===== src/rtl/wdt_pkg.sv =====
`default_nettype none
package wdt_pkg;
  // I/O port addresses seen by the block.
  localparam logic [15:0] ADDR_INDEX    = 16'h002E;
  localparam logic [15:0] ADDR_DATA     = 16'h002F;
  localparam logic [15:0] ADDR_INTERVAL = 16'h0440;
  // Configuration register indices, the watchdog device number and the entry and exit keys.
  localparam logic [7:0] IDX_LDN   = 8'h07;
  localparam logic [7:0] IDX_ACT   = 8'h30;
  localparam logic [7:0] IDX_UNIT  = 8'hF5;
  localparam logic [7:0] IDX_COUNT = 8'hF6;
  localparam logic [7:0] LDN_WDT   = 8'h08;
  localparam logic [7:0] ENTER_KEY = 8'h87;
  localparam logic [7:0] EXIT_KEY  = 8'hAA;
  // Interval code range on the interval port.
  localparam logic [7:0] INTERVAL_MIN = 8'h01;
  localparam logic [7:0] INTERVAL_MAX = 8'h3F;
  // Reset values and field positions.
  localparam logic [7:0] RST_BYTE     = 8'h00;
  localparam int         ACT_EN_BIT   = 0;
  localparam int         UNIT_MIN_BIT = 0;
  localparam int         UNIT_IRQ_BIT = 1;
  // Timing: one count unit is one second at the core clock, or sixty seconds when the minute unit bit is set.
  localparam int UNIT_TIME_S    = 1;
  localparam int CLK_PERIOD_NS  = 50;
  localparam int CYCLES_PER_SEC = UNIT_TIME_S * 1000000000 / CLK_PERIOD_NS;
  localparam logic [5:0] SEC_PER_MIN_LAST = 6'h3B;
  typedef enum logic [1:0] {
    CFG_LOCKED = 2'b00,
    CFG_KEY1   = 2'b01,
    CFG_OPEN   = 2'b10
  } cfg_state_t;
endpackage : wdt_pkg
`default_nettype wire


===== src/rtl/wdt_tick.sv =====
`default_nettype none
module wdt_tick #(
  parameter int CYCLES = 20000000
) (
  input  wire logic i_core_clk,
  input  wire logic i_rstn,
  input  wire logic i_restart,
  output logic      o_tick
);
  localparam int W = (CYCLES > 1) ? $clog2(CYCLES) : 1;
  localparam logic [W-1:0] LAST = W'(CYCLES - 1);

  logic [W-1:0] cnt_reg;

  // Restarting on every load makes the first unit after a load a full unit.
  always_ff @(posedge i_core_clk or negedge i_rstn) begin
    if (!i_rstn) begin
      cnt_reg <= '0;
    end else if (i_restart || cnt_reg == LAST) begin
      cnt_reg <= '0;
    end else begin
      cnt_reg <= cnt_reg + W'(1);
    end
  end

  assign o_tick = (cnt_reg == LAST) && !i_restart;
endmodule : wdt_tick
`default_nettype wire


===== src/rtl/system_watchdog_timer.sv =====
`default_nettype none
module system_watchdog_timer #(
  parameter int CYCLES_PER_SEC = wdt_pkg::CYCLES_PER_SEC
) (
  input  wire logic        i_core_clk,
  input  wire logic        i_rstn,
  input  wire logic [15:0] i_io_addr,
  input  wire logic        i_io_wr,
  input  wire logic        i_io_rd,
  input  wire logic [7:0]  i_io_wdata,
  output logic      [7:0]  o_io_rdata,
  output logic             o_cpu_reset,
  output logic             o_irq
);
  wdt_pkg::cfg_state_t cfg_reg;
  logic [7:0] index_reg;
  logic [7:0] ldn_reg;
  logic [7:0] act_reg;
  logic [7:0] unit_reg;
  logic [7:0] count_reg;
  logic [7:0] count_next;
  logic [5:0] sec_reg;
  logic       armed_reg;
  logic       sec_tick;

  wire cfg_open  = (cfg_reg == wdt_pkg::CFG_OPEN);
  wire idx_wr    = i_io_wr && i_io_addr == wdt_pkg::ADDR_INDEX;
  wire data_wr   = i_io_wr && i_io_addr == wdt_pkg::ADDR_DATA && cfg_open;
  wire wdt_sel   = (ldn_reg == wdt_pkg::LDN_WDT);
  wire iv_wr     = i_io_wr && i_io_addr == wdt_pkg::ADDR_INTERVAL;
  wire iv_rd     = i_io_rd && i_io_addr == wdt_pkg::ADDR_INTERVAL;
  wire iv_ok     = i_io_wdata <= wdt_pkg::INTERVAL_MAX;
  wire iv_load   = iv_wr && iv_ok;
  wire cnt_load  = data_wr && wdt_sel && index_reg == wdt_pkg::IDX_COUNT;
  wire load      = iv_load || cnt_load;
  wire running   = armed_reg && act_reg[wdt_pkg::ACT_EN_BIT] && count_reg != 8'h00;
  wire unit_min  = unit_reg[wdt_pkg::UNIT_MIN_BIT];
  wire unit_tick = sec_tick && (!unit_min || sec_reg == wdt_pkg::SEC_PER_MIN_LAST);
  wire expire    = running && !load && unit_tick && count_reg == 8'h01;

  wdt_tick #(
    .CYCLES (CYCLES_PER_SEC)
  ) u_tick (
    .i_core_clk (i_core_clk),
    .i_rstn     (i_rstn),
    .i_restart  (load || !running),
    .o_tick     (sec_tick)
  );

  // Two writes of the entry key open the configuration space.
  always_ff @(posedge i_core_clk or negedge i_rstn) begin
    if (!i_rstn) begin
      cfg_reg <= wdt_pkg::CFG_LOCKED;
    end else if (idx_wr) begin
      case (cfg_reg)
        wdt_pkg::CFG_LOCKED: begin
          cfg_reg <= (i_io_wdata == wdt_pkg::ENTER_KEY) ? wdt_pkg::CFG_KEY1 : wdt_pkg::CFG_LOCKED;
        end
        wdt_pkg::CFG_KEY1: begin
          cfg_reg <= (i_io_wdata == wdt_pkg::ENTER_KEY) ? wdt_pkg::CFG_OPEN : wdt_pkg::CFG_LOCKED;
        end
        wdt_pkg::CFG_OPEN: begin
          if (i_io_wdata == wdt_pkg::EXIT_KEY) begin
            cfg_reg <= wdt_pkg::CFG_LOCKED;
          end
        end
        default: begin
          cfg_reg <= wdt_pkg::CFG_LOCKED;
        end
      endcase
    end
  end

  always_ff @(posedge i_core_clk or negedge i_rstn) begin
    if (!i_rstn) begin
      index_reg <= wdt_pkg::RST_BYTE;
    end else if (idx_wr && cfg_open && i_io_wdata != wdt_pkg::EXIT_KEY) begin
      index_reg <= i_io_wdata;
    end
  end

  always_ff @(posedge i_core_clk or negedge i_rstn) begin
    if (!i_rstn) begin
      ldn_reg  <= wdt_pkg::RST_BYTE;
      act_reg  <= wdt_pkg::RST_BYTE;
      unit_reg <= wdt_pkg::RST_BYTE;
    end else if (data_wr) begin
      if (index_reg == wdt_pkg::IDX_LDN) begin
        ldn_reg <= i_io_wdata;
      end
      if (wdt_sel && index_reg == wdt_pkg::IDX_ACT) begin
        act_reg <= i_io_wdata;
      end
      if (wdt_sel && index_reg == wdt_pkg::IDX_UNIT) begin
        unit_reg <= i_io_wdata;
      end
    end
  end

  // A load always beats a decrement, so a refresh landing on the last unit wins.
  always_comb begin
    count_next = count_reg;
    if (load) begin
      count_next = i_io_wdata;
    end else if (running && unit_tick) begin
      count_next = count_reg - 8'h01;
    end
  end

  always_ff @(posedge i_core_clk or negedge i_rstn) begin
    if (!i_rstn) begin
      count_reg <= wdt_pkg::RST_BYTE;
    end else begin
      count_reg <= count_next;
    end
  end

  // Minute prescale runs from seconds; it restarts with every load.
  always_ff @(posedge i_core_clk or negedge i_rstn) begin
    if (!i_rstn) begin
      sec_reg <= 6'h00;
    end else if (load || !running) begin
      sec_reg <= 6'h00;
    end else if (sec_tick) begin
      sec_reg <= (sec_reg == wdt_pkg::SEC_PER_MIN_LAST) ? 6'h00 : sec_reg + 6'h01;
    end
  end

  // Interval codes above INTERVAL_MAX are ignored rather than clipped; code 00 is loaded and stops the count.
  always_ff @(posedge i_core_clk or negedge i_rstn) begin
    if (!i_rstn) begin
      armed_reg <= 1'b0;
    end else if (load) begin
      armed_reg <= 1'b1;
    end else if (iv_rd || expire) begin
      armed_reg <= 1'b0;
    end
  end

  always_ff @(posedge i_core_clk or negedge i_rstn) begin
    if (!i_rstn) begin
      o_cpu_reset <= 1'b0;
    end else begin
      o_cpu_reset <= expire && !unit_reg[wdt_pkg::UNIT_IRQ_BIT];
    end
  end

  // The request holds until a load or a read of the interval port; an expiry wins.
  always_ff @(posedge i_core_clk or negedge i_rstn) begin
    if (!i_rstn) begin
      o_irq <= 1'b0;
    end else if (expire && unit_reg[wdt_pkg::UNIT_IRQ_BIT]) begin
      o_irq <= 1'b1;
    end else if (load || iv_rd) begin
      o_irq <= 1'b0;
    end
  end

  always_ff @(posedge i_core_clk or negedge i_rstn) begin
    if (!i_rstn) begin
      o_io_rdata <= wdt_pkg::RST_BYTE;
    end else if (i_io_rd) begin
      o_io_rdata <= wdt_pkg::RST_BYTE;
      if (i_io_addr == wdt_pkg::ADDR_INTERVAL) begin
        o_io_rdata <= count_reg;
      end else if (cfg_open && i_io_addr == wdt_pkg::ADDR_INDEX) begin
        o_io_rdata <= index_reg;
      end else if (cfg_open && i_io_addr == wdt_pkg::ADDR_DATA) begin
        case (index_reg)
          wdt_pkg::IDX_LDN:   o_io_rdata <= ldn_reg;
          wdt_pkg::IDX_ACT:   o_io_rdata <= wdt_sel ? act_reg : wdt_pkg::RST_BYTE;
          wdt_pkg::IDX_UNIT:  o_io_rdata <= wdt_sel ? unit_reg : wdt_pkg::RST_BYTE;
          wdt_pkg::IDX_COUNT: o_io_rdata <= wdt_sel ? count_reg : wdt_pkg::RST_BYTE;
          default:            o_io_rdata <= wdt_pkg::RST_BYTE;
        endcase
      end
    end
  end
endmodule : system_watchdog_timer
`default_nettype wire


===== config.mk =====
export PLATFORM = sky130hd
export DESIGN_NAME = system_watchdog_timer
export DESIGN_NICKNAME = d
export VERILOG_FILES = /design/src/rtl/wdt_pkg.sv /design/src/rtl/wdt_tick.sv /design/src/rtl/system_watchdog_timer.sv
export SDC_FILE = /design/constraint.sdc
export NUM_CORES = 1
export LEC_CHECK = 0
export ABC_AREA = 1
export BUFFER_PORTS_ARGS = -buffer_cell sky130_fd_sc_hd__buf_2
export CAP_MARGIN = 15
export CORE_ASPECT_RATIO = 0.7
export CORE_MARGIN = 2
export CORE_UTILIZATION = 55
export CTS_BUF_LIST = sky130_fd_sc_hd__clkbuf_16
export DETAILED_ROUTE_END_ITERATION = 8
export PLACE_DENSITY = 0.73
export SYNTH_ARGS = -nofsm -noshare
export SYNTH_HDL_FRONTEND = slang
export SYNTH_HIERARCHICAL = 1
export SYNTH_SLANG_ARGS = --single-unit

===== constraint.sdc =====
create_clock -name i_core_clk -period 7.1 [get_ports i_core_clk]
set_input_delay 1.065 -clock i_core_clk [delete_from_list [all_inputs] [get_ports i_core_clk]]
set_output_delay 1.065 -clock i_core_clk [all_outputs]
set_load 0.02 [all_outputs]

**Word-level counts from Yosys, hierarchy flattened**

Cells that the tools add are included.

- Equality and inequality tests: 17
- Reductions and logical operators: 45
- Order comparisons: 1
- $add $sub $neg: 3
- Muxes and demuxes: 21

Operator list:

| operator | count |
|---|---|
| $mux W8 | 8 |
| $eq A16 B6 Y1 const B | 2 |
| $eq A8 B8 Y1 const B | 4 |
| $pmux W8 S4 | 1 |
| $add A25 B1 Y25 const B | 1 |
| $eq A25 B25 Y1 const B | 1 |
| $mux W25 | 1 |
| $logic_and A1 B1 Y1 | 24 |
| $mux W6 | 3 |
| $eq A16 B11 Y1 const B | 1 |
| $eq A8 B1 Y1 const B | 1 |
| $eq A8 B3 Y1 const B | 1 |
| $eq A8 B4 Y1 const B | 1 |
| $eq A8 B6 Y1 const B | 1 |
| $le A8 B6 Y1 const B | 1 |
| $ne A8 B8 Y1 const B | 1 |
| $reduce_and A2 Y1 | 4 |
| $reduce_bool A2 Y1 | 4 |
| $reduce_bool A8 Y1 | 1 |
| $sub A8 B1 Y8 const B | 1 |
| $add A6 B1 Y6 const B | 1 |
| $eq A6 B6 Y1 const B | 1 |
| $logic_or A1 B1 Y1 | 6 |
| $pmux W2 S3 | 1 |
| other kinds (7) | 16 |

- Output and inout bits: 10
- Input bits: 28
- Register bits after elaboration: 84
- Logic and storage cells: 99

**Depth between registers and ports, before layout**

Gate-level depths: netlist of run 1.

- Word-level depth: 15
- Gate-level depth with buffers: 16
- Depth with buffers taken out: 15

**Modules after synthesis**

The synthesis of run 1 kept the hierarchy.

Modules (own cells, without submodules):

| module | area each (µm²) | times used | cells an instance |
|---|---|---|---|
| system_watchdog_timer | 3593.4 | 1 | 507 |
| wdt_tick | 1661.6 | 1 | 228 |

**Worst setup path before layout of run 1**

OpenSTA, ideal clock, no wires.

- Kind: input -> register
- Start point: input i_io_addr[7]
- End point: register count_reg[1]
- Library setup time: 0.069 ns
- Arrival: 2.977 ns
- Stages on the path: 16
- Path slack: 4.055 ns
- Buffers on the path: 2
- Data required time: 7.031 ns
- Cell sequence: inv_1 > nand3_1 > nor2_1 > nand2_1 > buf_2 > nor2_1 > nor2_2 > buf_2 > nand2_1 > nor2_1 > nand2_1 > nor2_2 > clkinv_1 > nor2_1 > nand2_1 > nand3_1

- Cells in the longest elaborated chain, start to end: 12
- Elaborated cells between the ends (all ways): 16
- Those cells by class: eq/ne (2); mux (1); reduce/logical (13)

Ends and longest elaborated chain:

| what | RTL line | text |
|---|---|---|
| from (decl) | system_watchdog_timer.sv:7 | `input wire logic [15:0] i_io_addr,` |
| $eq A16 B6 Y1 | system_watchdog_timer.sv:28 | `wire data_wr = i_io_wr && i_io_addr == wdt_pkg::ADDR_DATA && cfg_open;` |
| $logic_and A1 B1 Y1 (2 in a row) | system_watchdog_timer.sv:28 |  |
| $logic_and A1 B1 Y1 (2 in a row) | system_watchdog_timer.sv:34 | `wire cnt_load = data_wr && wdt_sel && index_reg == wdt_pkg::IDX_COUNT;` |
| $logic_or A1 B1 Y1 (*) | system_watchdog_timer.sv:35 | `wire load = iv_load \|\| cnt_load;` |
| $logic_or A1 B1 Y1 (*) | system_watchdog_timer.sv:46 | `.i_restart (load \|\| !running),` |
| $logic_not A1 Y1 (*) | wdt_tick.sv:26 | `assign o_tick = (cnt_reg == LAST) && !i_restart;` |
| $logic_and A1 B1 Y1 (*) | wdt_tick.sv:26 |  |
| net sec_tick | system_watchdog_timer.sv:24 | `logic sec_tick;` |
| $logic_and A1 B1 Y1 (*) | system_watchdog_timer.sv:38 | `wire unit_tick = sec_tick && (!unit_min \|\| sec_reg == wdt_pkg::SEC_PER_MIN_LAST);` |
| $logic_and A1 B1 Y1 (*) | system_watchdog_timer.sv:105 | `end else if (running && unit_tick) begin` |
| $reduce_bool A2 Y1 (no source line) (*) | - |  |
| to (signal assigned) | system_watchdog_timer.sv:112 | `count_reg <= wdt_pkg::RST_BYTE;` |
| to (signal assigned) | system_watchdog_timer.sv:114 | `count_reg <= count_next;` |
| to (decl) | system_watchdog_timer.sv:20 | `logic [7:0] count_reg;` |

The timed path passes the listed nets; every way through them passes the cells marked *.
A chain may end at the register's enable or synchronous reset.

**Worst setup path after layout of run 1**

- Start point: input i_io_addr[15]
- End point: register count_reg[1]

The elaborated chain is that of the path after synthesis.

==> results of run 1 <==
-- cells in the mapped netlist --
master,count,area [µm²]
a21oi_1,3,15.0
a31oi_1,1,6.26
buf_12,3,60.1
buf_2,4,20.0
buf_6,2,22.5
clkbuf_1,3,11.3
clkbuf_2,1,5.00
clkinv_1,2,7.51
dfrtp_1,84,2100
ha_1,5,62.6
inv_1,72,270
inv_2,4,15.0
nand2_1,238,893
nand2_2,7,43.8
nand2_4,3,33.8
nand2_8,1,20.0
nand3_1,72,360
nand3b_1,6,45.0
nand4_1,19,119
nor2_1,81,304
nor2_2,27,169
nor2_4,6,67.6
nor3_1,9,45.0
nor3_4,2,32.5
o21ai_0,42,210
o21ai_1,1,5.00
o21ai_2,8,70.1
o21bai_1,4,30.0
o22ai_1,1,6.26
or2_2,2,12.5
or3_1,1,6.26
xnor2_1,9,78.8
xor2_1,12,105
-- cells by family (layout without fill, tap and decap cells) --
family / Yosys count / count (layout) / share of synthesized area, %
simple gates: 474 / 474 / 41.0
buf+inv: 91 / 132 / 7.83
flops: 84 / 84 / 40.0
compound gates: 60 / 60 / 6.52
xor+xnor: 21 / 21 / 3.50
fa+ha+maj: 5 / 5 / 1.19
-- cell type report --
class | instances | area [µm²] | share of cell area, %
multi-input combinational | 560 | 2740 | 47.3
timing repair buffer | 38 | 215 | 3.72
sequential | 84 | 2100 | 36.3
tap | 124 | 155 | 2.68
clock buffer | 9 | 225 | 3.89
inverter | 78 | 293 | 5.06
clock inverter | 7 | 58.8 | 1.02
-- routing by layer --
layer | vias up | share of wire, % | GRT usage, %
met5 | - | 0 | 0
met4 | 0 | 1.4 | 7.61
met3 | 15 | 8.7 | 6.85
met2 | 221 | 40 | 36.6
met1 | 2269 | 50 | 42.8
li1 | 2402 | - | -
-- through the flow --
stage,util [%],total power (W)
2_1_floorplan,-,0.000497
5_1_grt,63.1,0.00100
3_5_place_dp,59.7,0.000522
3_3_place_gp,59.7,0.000520
6_report,63.1,0.000973
4_1_cts,62.8,0.000977
-- power breakdown --
part           leakage, nW  switching [W]  total [W]  internal (W)
clock                0.141       0.000191   0.000458      0.000267
combinational         1.62      0.0000255  0.0000356     0.0000101
sequential            1.13   0.0000000538   0.000479      0.000479
total                 2.89       0.000216   0.000973      0.000756
-- worst reg2reg max path, stage by stage (launching register included) --
cell and delay [ps]:
dfrtp_1 400, inv_1 70, nor2_1 40, nand2_1 80, nor2_2 130, nand4_1 250
nor2_1 100, nor2_2 740, nand2_1 160, nor2_1 180, nand2_1 90, nor2_2 300
clkinv_1 320, nor2_1 160, nand2_1 70, nand3_1 120
-- final timing paths --
check | start | to | cells past startpoint
setup / recovery | i_io_addr[15] | count_reg[1] | 15
hold / removal | o_io_rdata[6] | o_io_rdata[6] | 2
setup reg to reg | ldn_reg[3] | count_reg[1] | 15
hold reg to reg | o_io_rdata[6] | o_io_rdata[6] | 2
max in group asynchronous | i_rstn | cfg_reg[1] | 2
min in group asynchronous | i_rstn | sec_reg[4] | 1
==> metrics.md, run 1 <==
| Metric | Value |
|---|---|
| Port bufs | 37 |
| Synthesized area | 0.00526 mm² |
| Design Area, Final | 0.00579 mm² |
| Sequential share of the synthesized area | 40.0% |
| Syn Nets | 768 |
| Unrepaired setup endpoints after global routing | no |
| DIE HEIGHT | 85.8 µm |
| Clk root buf | clkbuf_16 |
| Final hold vios | 0 |
| WL per Instance | 14.6 µm |
| FP Rows | 29 |
| Fin. max-slew vios | 0 |
| H-Tree Depth | 3 |
| Fillers | 867 |
| Pre-Repair DR Iteration Count | 5 |
| CTS clock-pin slew for the worst setup and hold paths | 60 ps |
| RD Place Congestion | 0.911 |
| Max reg flops | 25 |
| Final worst-path cycle share | 53.9% |
| Die Span X | 121 µm |
| Setup Slack @ Placement | 2940 ps |
| Worst vdd ir | 134 µV |
| Share of cells above drive strength 1 | 14.3% |
| Fin nets | 804 |
| Max_slew headroom | 35.4% |
| # setup viols final | 0 |
| Total die area | 0.0104 mm² |
| Leak Pwr | 2.89 nW |
| First-pass GRT wire length | 22.0 mm |
| Commonest non-fill, non-tap cell in the layout | nand2_1 |
| Max Cap Viol | 0 |
| Hold_buf cts | 0 |
| Number of global-route vias before repair | 4425 |
| Setup tns final | 0 ps |
| DRT iter0 DRCs | 458 |
| CP max stage delay | 780 ps |
| Pin count of the biggest net entering global routing | 85 |
| CP max stage cell | nor2_2 |
| Worst hold path type | reg -> reg |
| Crit path max fanout | 28 |
| Routed Antenna Nets | 0 |
| Worst Path Arrival | 4110 ps |
| Initial antenna violation count | 0 |
| Syn. warnings | 6 |
| Antenna diodes | 0 |
| Cts repair resizes | 0 |
| Yosys reg bits | 84 |
| Area Growth Syn to Fin | 10.2% |
| DR vias | 4907 |
| Final min period | 3830 ps |
| Cell Chain, Critical Path | buf_2, nor2_1, nand2_1, nor3_1, nand2_1, nor2_1, nor2_2, nand2_1, nor2_1, nand2_1, nor2_2, clkinv_1, nor2_1, nand2_1, nand3_1 |
| Most used cell, CP | nand2_1 |
| Area of the core | 0.00918 mm² |
| Flop-to-flop setup slack | 3810 ps |
| Worst path buffer plus inverter count | 2 |
| Clk_skew | 7.33 ps |
| Final wirelength | 13.1 mm |
| GRT overflow | 0 |
| CP required | 7380 ps |
| DP HPWL | 9.62 mm |
| GRT Total Usage | 27.2% |
| CTS sink cnt | 84 |
| Clk buf depth | 2 |
| Placed instance area | 0.00548 mm² |
| Final WS setup | 3270 ps |
| Vias/cell | 5.45 |
| Avg Inst Size Synth | 7.15 µm² |
| Count of distinct cell types in the synthesized netlist | 33 |
| Cells after Synth | 735 |
| Setup CP Type | in -> reg |
| Final cell count without fillers | 900 |
| Most frequent cells in the layout | 238 x nand2_1, 84 x dfrtp_1, 81 x nor2_1 |
| Status | finished, final reports clean |
| Worst Tran Pin Value | 968 ps |
| Max Clock Freq | 0.261 GHz |
| Initial Util | 57.2% |
| I/O Pins | 38 |
| Pwr/cell area | 168 mW/mm² |
| CTS tree | yes |
| Critical path's top delay family | simple AND/OR/NAND/NOR gates |
| Worst hold margin | 480 ps |
| Setup Buffers After CTS | 0 |
| Dpl cells | 883 |
| Clk_lat worst skew | 350 ps |
| DR DRC count | 0 |
| CP endpoint kind | flop |
| Crit path launch type | input port |
| TritonCTS Buffers | 9 |
(Power assumes the default switching activity.)
==> run 2, diff against run 1 <==
--- a/config.mk
+++ b/config.mk
@@ -13,7 +13,7 @@
 export CORE_UTILIZATION = 55
 export CTS_BUF_LIST = sky130_fd_sc_hd__clkbuf_16
 export DETAILED_ROUTE_END_ITERATION = 8
-export PLACE_DENSITY = 0.73
+export PLACE_DENSITY = 0.76
 export SYNTH_ARGS = -nofsm -noshare
 export SYNTH_HDL_FRONTEND = slang
 export SYNTH_HIERARCHICAL = 1
==> constraint.sdc (replaced) <==
create_clock -name i_core_clk -period 3.35 [get_ports i_core_clk]
set_input_delay 0.5025 -clock i_core_clk [delete_from_list [all_inputs] [get_ports i_core_clk]]
set_output_delay 0.5025 -clock i_core_clk [all_outputs]
set_load 0.02 [all_outputs]
==> run 2 against run 1 <==
Sequential power is 110% higher. Clock skew is 1.2 ps lower. Core utilization rose by 0.12 points. Highest routed layer unchanged. Final cell count is 0.11% higher. Combinational power is 120% higher. Die area did not move.
==> metrics.md, run 2 (synthesized netlist as in run 1, its figures left out) <==
| Metric | Value |
|---|---|
| DIE HEIGHT | 85.8 µm |
| GRT Total Usage | 27.7% |
| # setup viols final | 0 |
| Worst Path Arrival | 2860 ps |
| DRT iter0 DRCs | 591 |
| Final worst-path cycle share | 77.0% |
| Critical path origin | count_reg[1] |
| Finished Core Util | 63.2% |
| Max reg flops | 25 |
| Most used cell, CP | nand2_1 |
| Pin count of the biggest net entering global routing | 85 |
| Unrepaired setup endpoints after global routing | no |
| Pwr/cell area | 351 mW/mm² |
| CTS tree | yes |
| Worst vdd ir | 202 µV |
| CP max stage delay | 480 ps |
| Port bufs | 37 |
| Multi-input logic area | 0.00274 mm² |
| Area Growth Syn to Fin | 10.4% |
| Crit path launch type | flop |
| DR DRC count | 0 |
| Worst path buffer plus inverter count | 3 |
| Clk root buf | clkbuf_16 |
| Vias/cell | 5.49 |
| DR vias | 4942 |
| Die Span X | 121 µm |
| Clk buf depth | 2 |
| Leak Pwr | 2.91 nW |
| Fin nets | 807 |
| Setup CP Type | reg -> reg |
| I/O Pins | 38 |
| Total die area | 0.0104 mm² |
| Setup tns final | 0 ps |
| Initial Util | 57.2% |
| Status | finished, final reports clean |
| Critical path's top delay family | simple AND/OR/NAND/NOR gates |
| Pre-Repair DR Iteration Count | 6 |
| GRT overflow | 0 |
| Commonest non-fill, non-tap cell in the layout | nand2_1 |
| Max Cap Viol | 0 |
| Reg-to-Reg Start | count_reg[1] |
| Hold_buf cts | 0 |
| Fin. max-slew vios | 0 |
| Area of the core | 0.00918 mm² |
| Clk_lat worst skew | 340 ps |
| TritonCTS Buffers | 9 |
| Final WS setup | 770 ps |
| Total power | 0.00204 W |
| Max_slew headroom | 38.5% |
| CTS clock-pin slew for the worst setup and hold paths | 60 ps |
| CP required | 3630 ps |
| Antenna diodes | 0 |
| DP HPWL | 9.74 mm |
| Final hold vios | 0 |
| Register Area | 0.00210 mm² |
| R2R cell count | 13 |
| H-Tree Depth | 3 |
| WL per Instance | 14.9 µm |
| Worst Tran Pin Value | 915 ps |
| Initial antenna violation count | 0 |
| Number of global-route vias before repair | 4610 |
| Cell Chain, Critical Path | inv_1, ha_1, nand2_1, o21bai_1, inv_1, nand2_1, nor2_1, nand2_1, nor2_2, clkinv_1, nor2_1, nand2_1, nand3_1 |
| Worst hold margin | 6.21 ps |
| Crit path max fanout | 9 |
| FP Rows | 29 |
| CP max stage cell | dfrtp_1 |
| RD Place Congestion | 0.942 |
| RR Endpoint | count_reg[2] |
| Cts repair resizes | 0 |
| CTS sink cnt | 84 |
| Worst hold path type | in -> async |
| Routed Antenna Nets | 0 |
| Final min period | 2580 ps |
| Fillers | 836 |
| Setup Buffers After CTS | 0 |
| Most frequent cells in the layout | 238 x nand2_1, 84 x dfrtp_1, 81 x nor2_1 |
| First-pass GRT wire length | 22.4 mm |
| Flop-to-flop setup slack | 770 ps |
| Clk_skew | 6.12 ps |
| CP endpoint kind | flop |
| Setup Slack @ Placement | 780 ps |
| Max Clock Freq | 0.388 GHz |
| Final wirelength | 13.4 mm |
| Share of cells above drive strength 1 | 14.5% |
run 2: area by class of cell:
class	instances	area share, %
Multi-Input combinational cell	560	47.3
Clock buffer	9	3.88
Sequential cell	84	36.2
Clock inverter	5	0.819
Timing Repair Buffer	41	4.10
Tap cell	124	2.67
Inverter	78	5.05
run 2: report_power, final:
part | leakage [nW] | internal [W] | switching (W) | total (W)
registers | 1.13 | 0.00101 | 0.000000111 | 0.00101
clock network | 0.144 | 0.000561 | 0.000386 | 0.000947
logic | 1.63 | 0.0000215 | 0.0000556 | 0.0000770
total | 2.91 | 0.00160 | 0.000442 | 0.00204
run 2: how the worst max path moves through the flow:
stage	to	slack (ps)	cells past startpoint
finish	count_reg[2]	770	13
global route	count_reg[1]	540	16
CTS	count_reg[2]	820	13
detailed placement	count_reg[2]	780	16
global placement	count_reg[2]	920	16
floorplan	count_reg[1]	870	16
run 2: stage by stage:
stage | instance area (µm²) | cells
final | 5800 | 901
after global routing | 5800 | 901
after CTS | 5770 | 900
after detailed placement | 5500 | 886
after global placement | 5500 | 886
after floorplan | 5260 | 735
run 2: worst reg2reg max path, cell delays in order (launching register included):
cell and delay (ps):
dfrtp_1 480, inv_1 130, ha_1 200, nand2_1 80, o21bai_1 120, inv_1 220, nand2_1 100, nor2_1 150
nand2_1 80, nor2_2 290, clkinv_1 340, nor2_1 180, nand2_1 60, nand3_1 80
run 2: routing by layer:
| metal | wire length (µm) | GRT usage (%) | up-vias | part of all wire (%) |
|---|---|---|---|---|
| li1 | - | - | 2405 | - |
| met1 | 6520 | 42.2 | 2325 | 49 |
| met2 | 5560 | 38.0 | 192 | 41 |
| met3 | 1150 | 7.51 | 20 | 8.6 |
| met4 | 195 | 8.88 | 0 | 1.5 |
| met5 | 0 | 0 | - | 0 |
==> run 3, diff against run 2 <==
--- a/config.mk
+++ b/config.mk
@@ -13,7 +13,7 @@
 export CORE_UTILIZATION = 55
 export CTS_BUF_LIST = sky130_fd_sc_hd__clkbuf_16
 export DETAILED_ROUTE_END_ITERATION = 8
-export PLACE_DENSITY = 0.76
+export PLACE_DENSITY = 0.73
 export SYNTH_ARGS = -nofsm -noshare
 export SYNTH_HDL_FRONTEND = slang
 export SYNTH_HIERARCHICAL = 1
==> constraint.sdc (replaced) <==
create_clock -name i_core_clk -period 2.6 [get_ports i_core_clk]
set_input_delay 0.39 -clock i_core_clk [delete_from_list [all_inputs] [get_ports i_core_clk]]
set_output_delay 0.39 -clock i_core_clk [all_outputs]
set_load 0.02 [all_outputs]
==> run 3 against run 2 <==
Sequential cell count stayed put. Combinational power up 28%. Largest power group unchanged. Clock power up 34%. Non-clock buffer count up 6. Sequential share of layout area fell by 0.39 points. Final cell count rose by 0.89%. Worst hold slack better by 28 ps.
==> metrics.md, run 3 (synthesized netlist as in run 1, its figures left out) <==
| Metric | Value |
|---|---|
| Worst Tran Pin Value | 671 ps |
| Crit path max fanout | 10 |
| Hold_buf cts | 0 |
| DR vias | 4976 |
| Max reg flops | 25 |
| Commonest non-fill, non-tap cell in the layout | nand2_1 |
| Cell Chain, Critical Path | nand2_1, nor2_4, nand2_1, nor2_1, nor2_2, nand2_1, nor2_1, nand2_1, nor2_2, clkinvlp_4, nor2_1, nand2_1, nand3_1 |
| RR Endpoint | count_reg[1] |
| Die Span X | 121 µm |
| Antenna diodes | 0 |
| Unrepaired setup endpoints after global routing | no |
| Initial Util | 57.2% |
| Clk_skew | 5.77 ps |
| Worst vdd ir | 379 µV |
| Flop-to-flop setup slack | 240 ps |
| GRT overflow | 0 |
| Area of the core | 0.00918 mm² |
| H-Tree Depth | 3 |
| Port bufs | 37 |
| Vias/cell | 5.47 |
| TritonCTS Buffers | 9 |
| Worst Path Arrival | 2630 ps |
| Fin. max-slew vios | 0 |
| Fin nets | 813 |
| Final wirelength | 13.8 mm |
| I/O Pins | 38 |
| Clk root buf | clkbuf_16 |
| CTS tree | yes |
| RD Place Congestion | 0.963 |
| R2R cell count | 13 |
| Leak Pwr | 2.94 nW |
| Routed Antenna Nets | 0 |
| CP endpoint kind | flop |
| Setup CP Type | reg -> reg |
| Final min period | 2360 ps |
| DP HPWL | 10.3 mm |
| Initial antenna violation count | 0 |
| Final WS setup | 238 ps |
| Setup tns final | 0 ps |
| Most used cell, CP | nand2_1 |
| CTS clock-pin slew for the worst setup and hold paths | 60 ps |
| FP Rows | 29 |
| Crit path launch type | flop |
| Setup Buffers After CTS | 0 |
| Worst hold path type | in -> async |
| WL per Instance | 15.2 µm |
| Max_slew headroom | 55.2% |
| Pin count of the biggest net entering global routing | 46 |
| CP max stage delay | 440 ps |
| Total die area | 0.0104 mm² |
| CP required | 2870 ps |
| DIE HEIGHT | 85.8 µm |
| Share of cells above drive strength 1 | 15.7% |
| Pre-Repair DR Iteration Count | 5 |
| CP max stage cell | dfrtp_1 |
| Setup Slack @ Placement | 291 ps |
| Most frequent cells in the layout | 238 x nand2_1, 84 x dfrtp_1, 81 x nor2_1 |
| Reg-to-Reg Start | index_reg[4] |
| Cts repair resizes | 0 |
| Number of global-route vias before repair | 4572 |
| Area Growth Syn to Fin | 11.6% |
| Final worst-path cycle share | 90.8% |
| Max Clock Freq | 0.423 GHz |
| Total power | 0.00268 W |
| Final hold vios | 0 |
| # setup viols final | 0 |
| First-pass GRT wire length | 23.0 mm |
| DRT iter0 DRCs | 634 |
| DR DRC count | 0 |
| Max Cap Viol | 0 |
| CTS sink cnt | 84 |
| Status | finished, final reports clean |
| Clk_lat worst skew | 340 ps |
| Pwr/cell area | 456 mW/mm² |
| Clk buf depth | 2 |
| GRT Total Usage | 28.3% |
==> run 3: cell count changes in the layout (fill, tap and decap cells not counted) <==
cell,previous run,this run
clkinv_4,0,2
clkinv_1,2,1
buf_16,1,0
inv_1,74,73
buf_12,0,1
buf_4,4,10
clkinvlp_4,0,2
==> run 3: cell type report <==
| type | instances | area, µm² |
|---|---|---|
| fillers | 829 | 3320 |
| well taps | 124 | 155 |
| clock inverters | 7 | 68.8 |
| clock buffers | 9 | 225 |
| multi-input cells | 560 | 2740 |
| flip-flops and latches | 84 | 2100 |
| inverters | 78 | 297 |
| repair buffers | 47 | 275 |
==> run 3: worst max path at each step <==
stage / start / slack [ps] / to
final: index_reg[4] / 240 / count_reg[1]
after global routing: u_tick/cnt_reg[0] / 10 / count_reg[1]
after CTS: index_reg[4] / 290 / count_reg[1]
after detailed placement: i_io_addr[3] / 290 / count_reg[2]
after global placement: i_io_addr[3] / 380 / count_reg[2]
after floorplan: i_io_addr[7] / 230 / count_reg[1]
==> run 3: routing by layer <==
metal | vias up | wire (µm) | share of wire (%) | global-route usage, %
met3 | 23 | 1250 | 9.0 | 6.32
li1 | 2425 | - | - | -
met2 | 219 | 5690 | 41 | 39.4
met4 | 0 | 163 | 1.2 | 7.19
met5 | - | 0 | 0 | 0
met1 | 2309 | 6740 | 49 | 44.2
==> run 3: stage by stage <==
stage	instance area (µm²)	util, %	cells	hold WS, ps
after floorplan	5260	-	735	94.4
after global placement	5570	60.6	893	407
after detailed placement	5570	60.6	893	416
after CTS	5860	63.8	909	56.7
after global routing	5860	63.9	909	71.7
final	5860	63.9	909	34.3
==> run 3: critical path, delay by kind of cell (launching register included) <==
family	cells	cell delay (ps)
DFF	1	440
and+or+nand+nor	12	1580
buffers and inverters	1	270
==> run 3: report_power, final <==
part	leakage (nW)	switching, W	internal [W]	total, W
Combinational	1.66	0.0000720	0.0000265	0.0000984
Clock	0.147	0.000529	0.000740	0.00127
Sequential	1.13	0.000000145	0.00131	0.00131
Total	2.94	0.000601	0.00207	0.00268
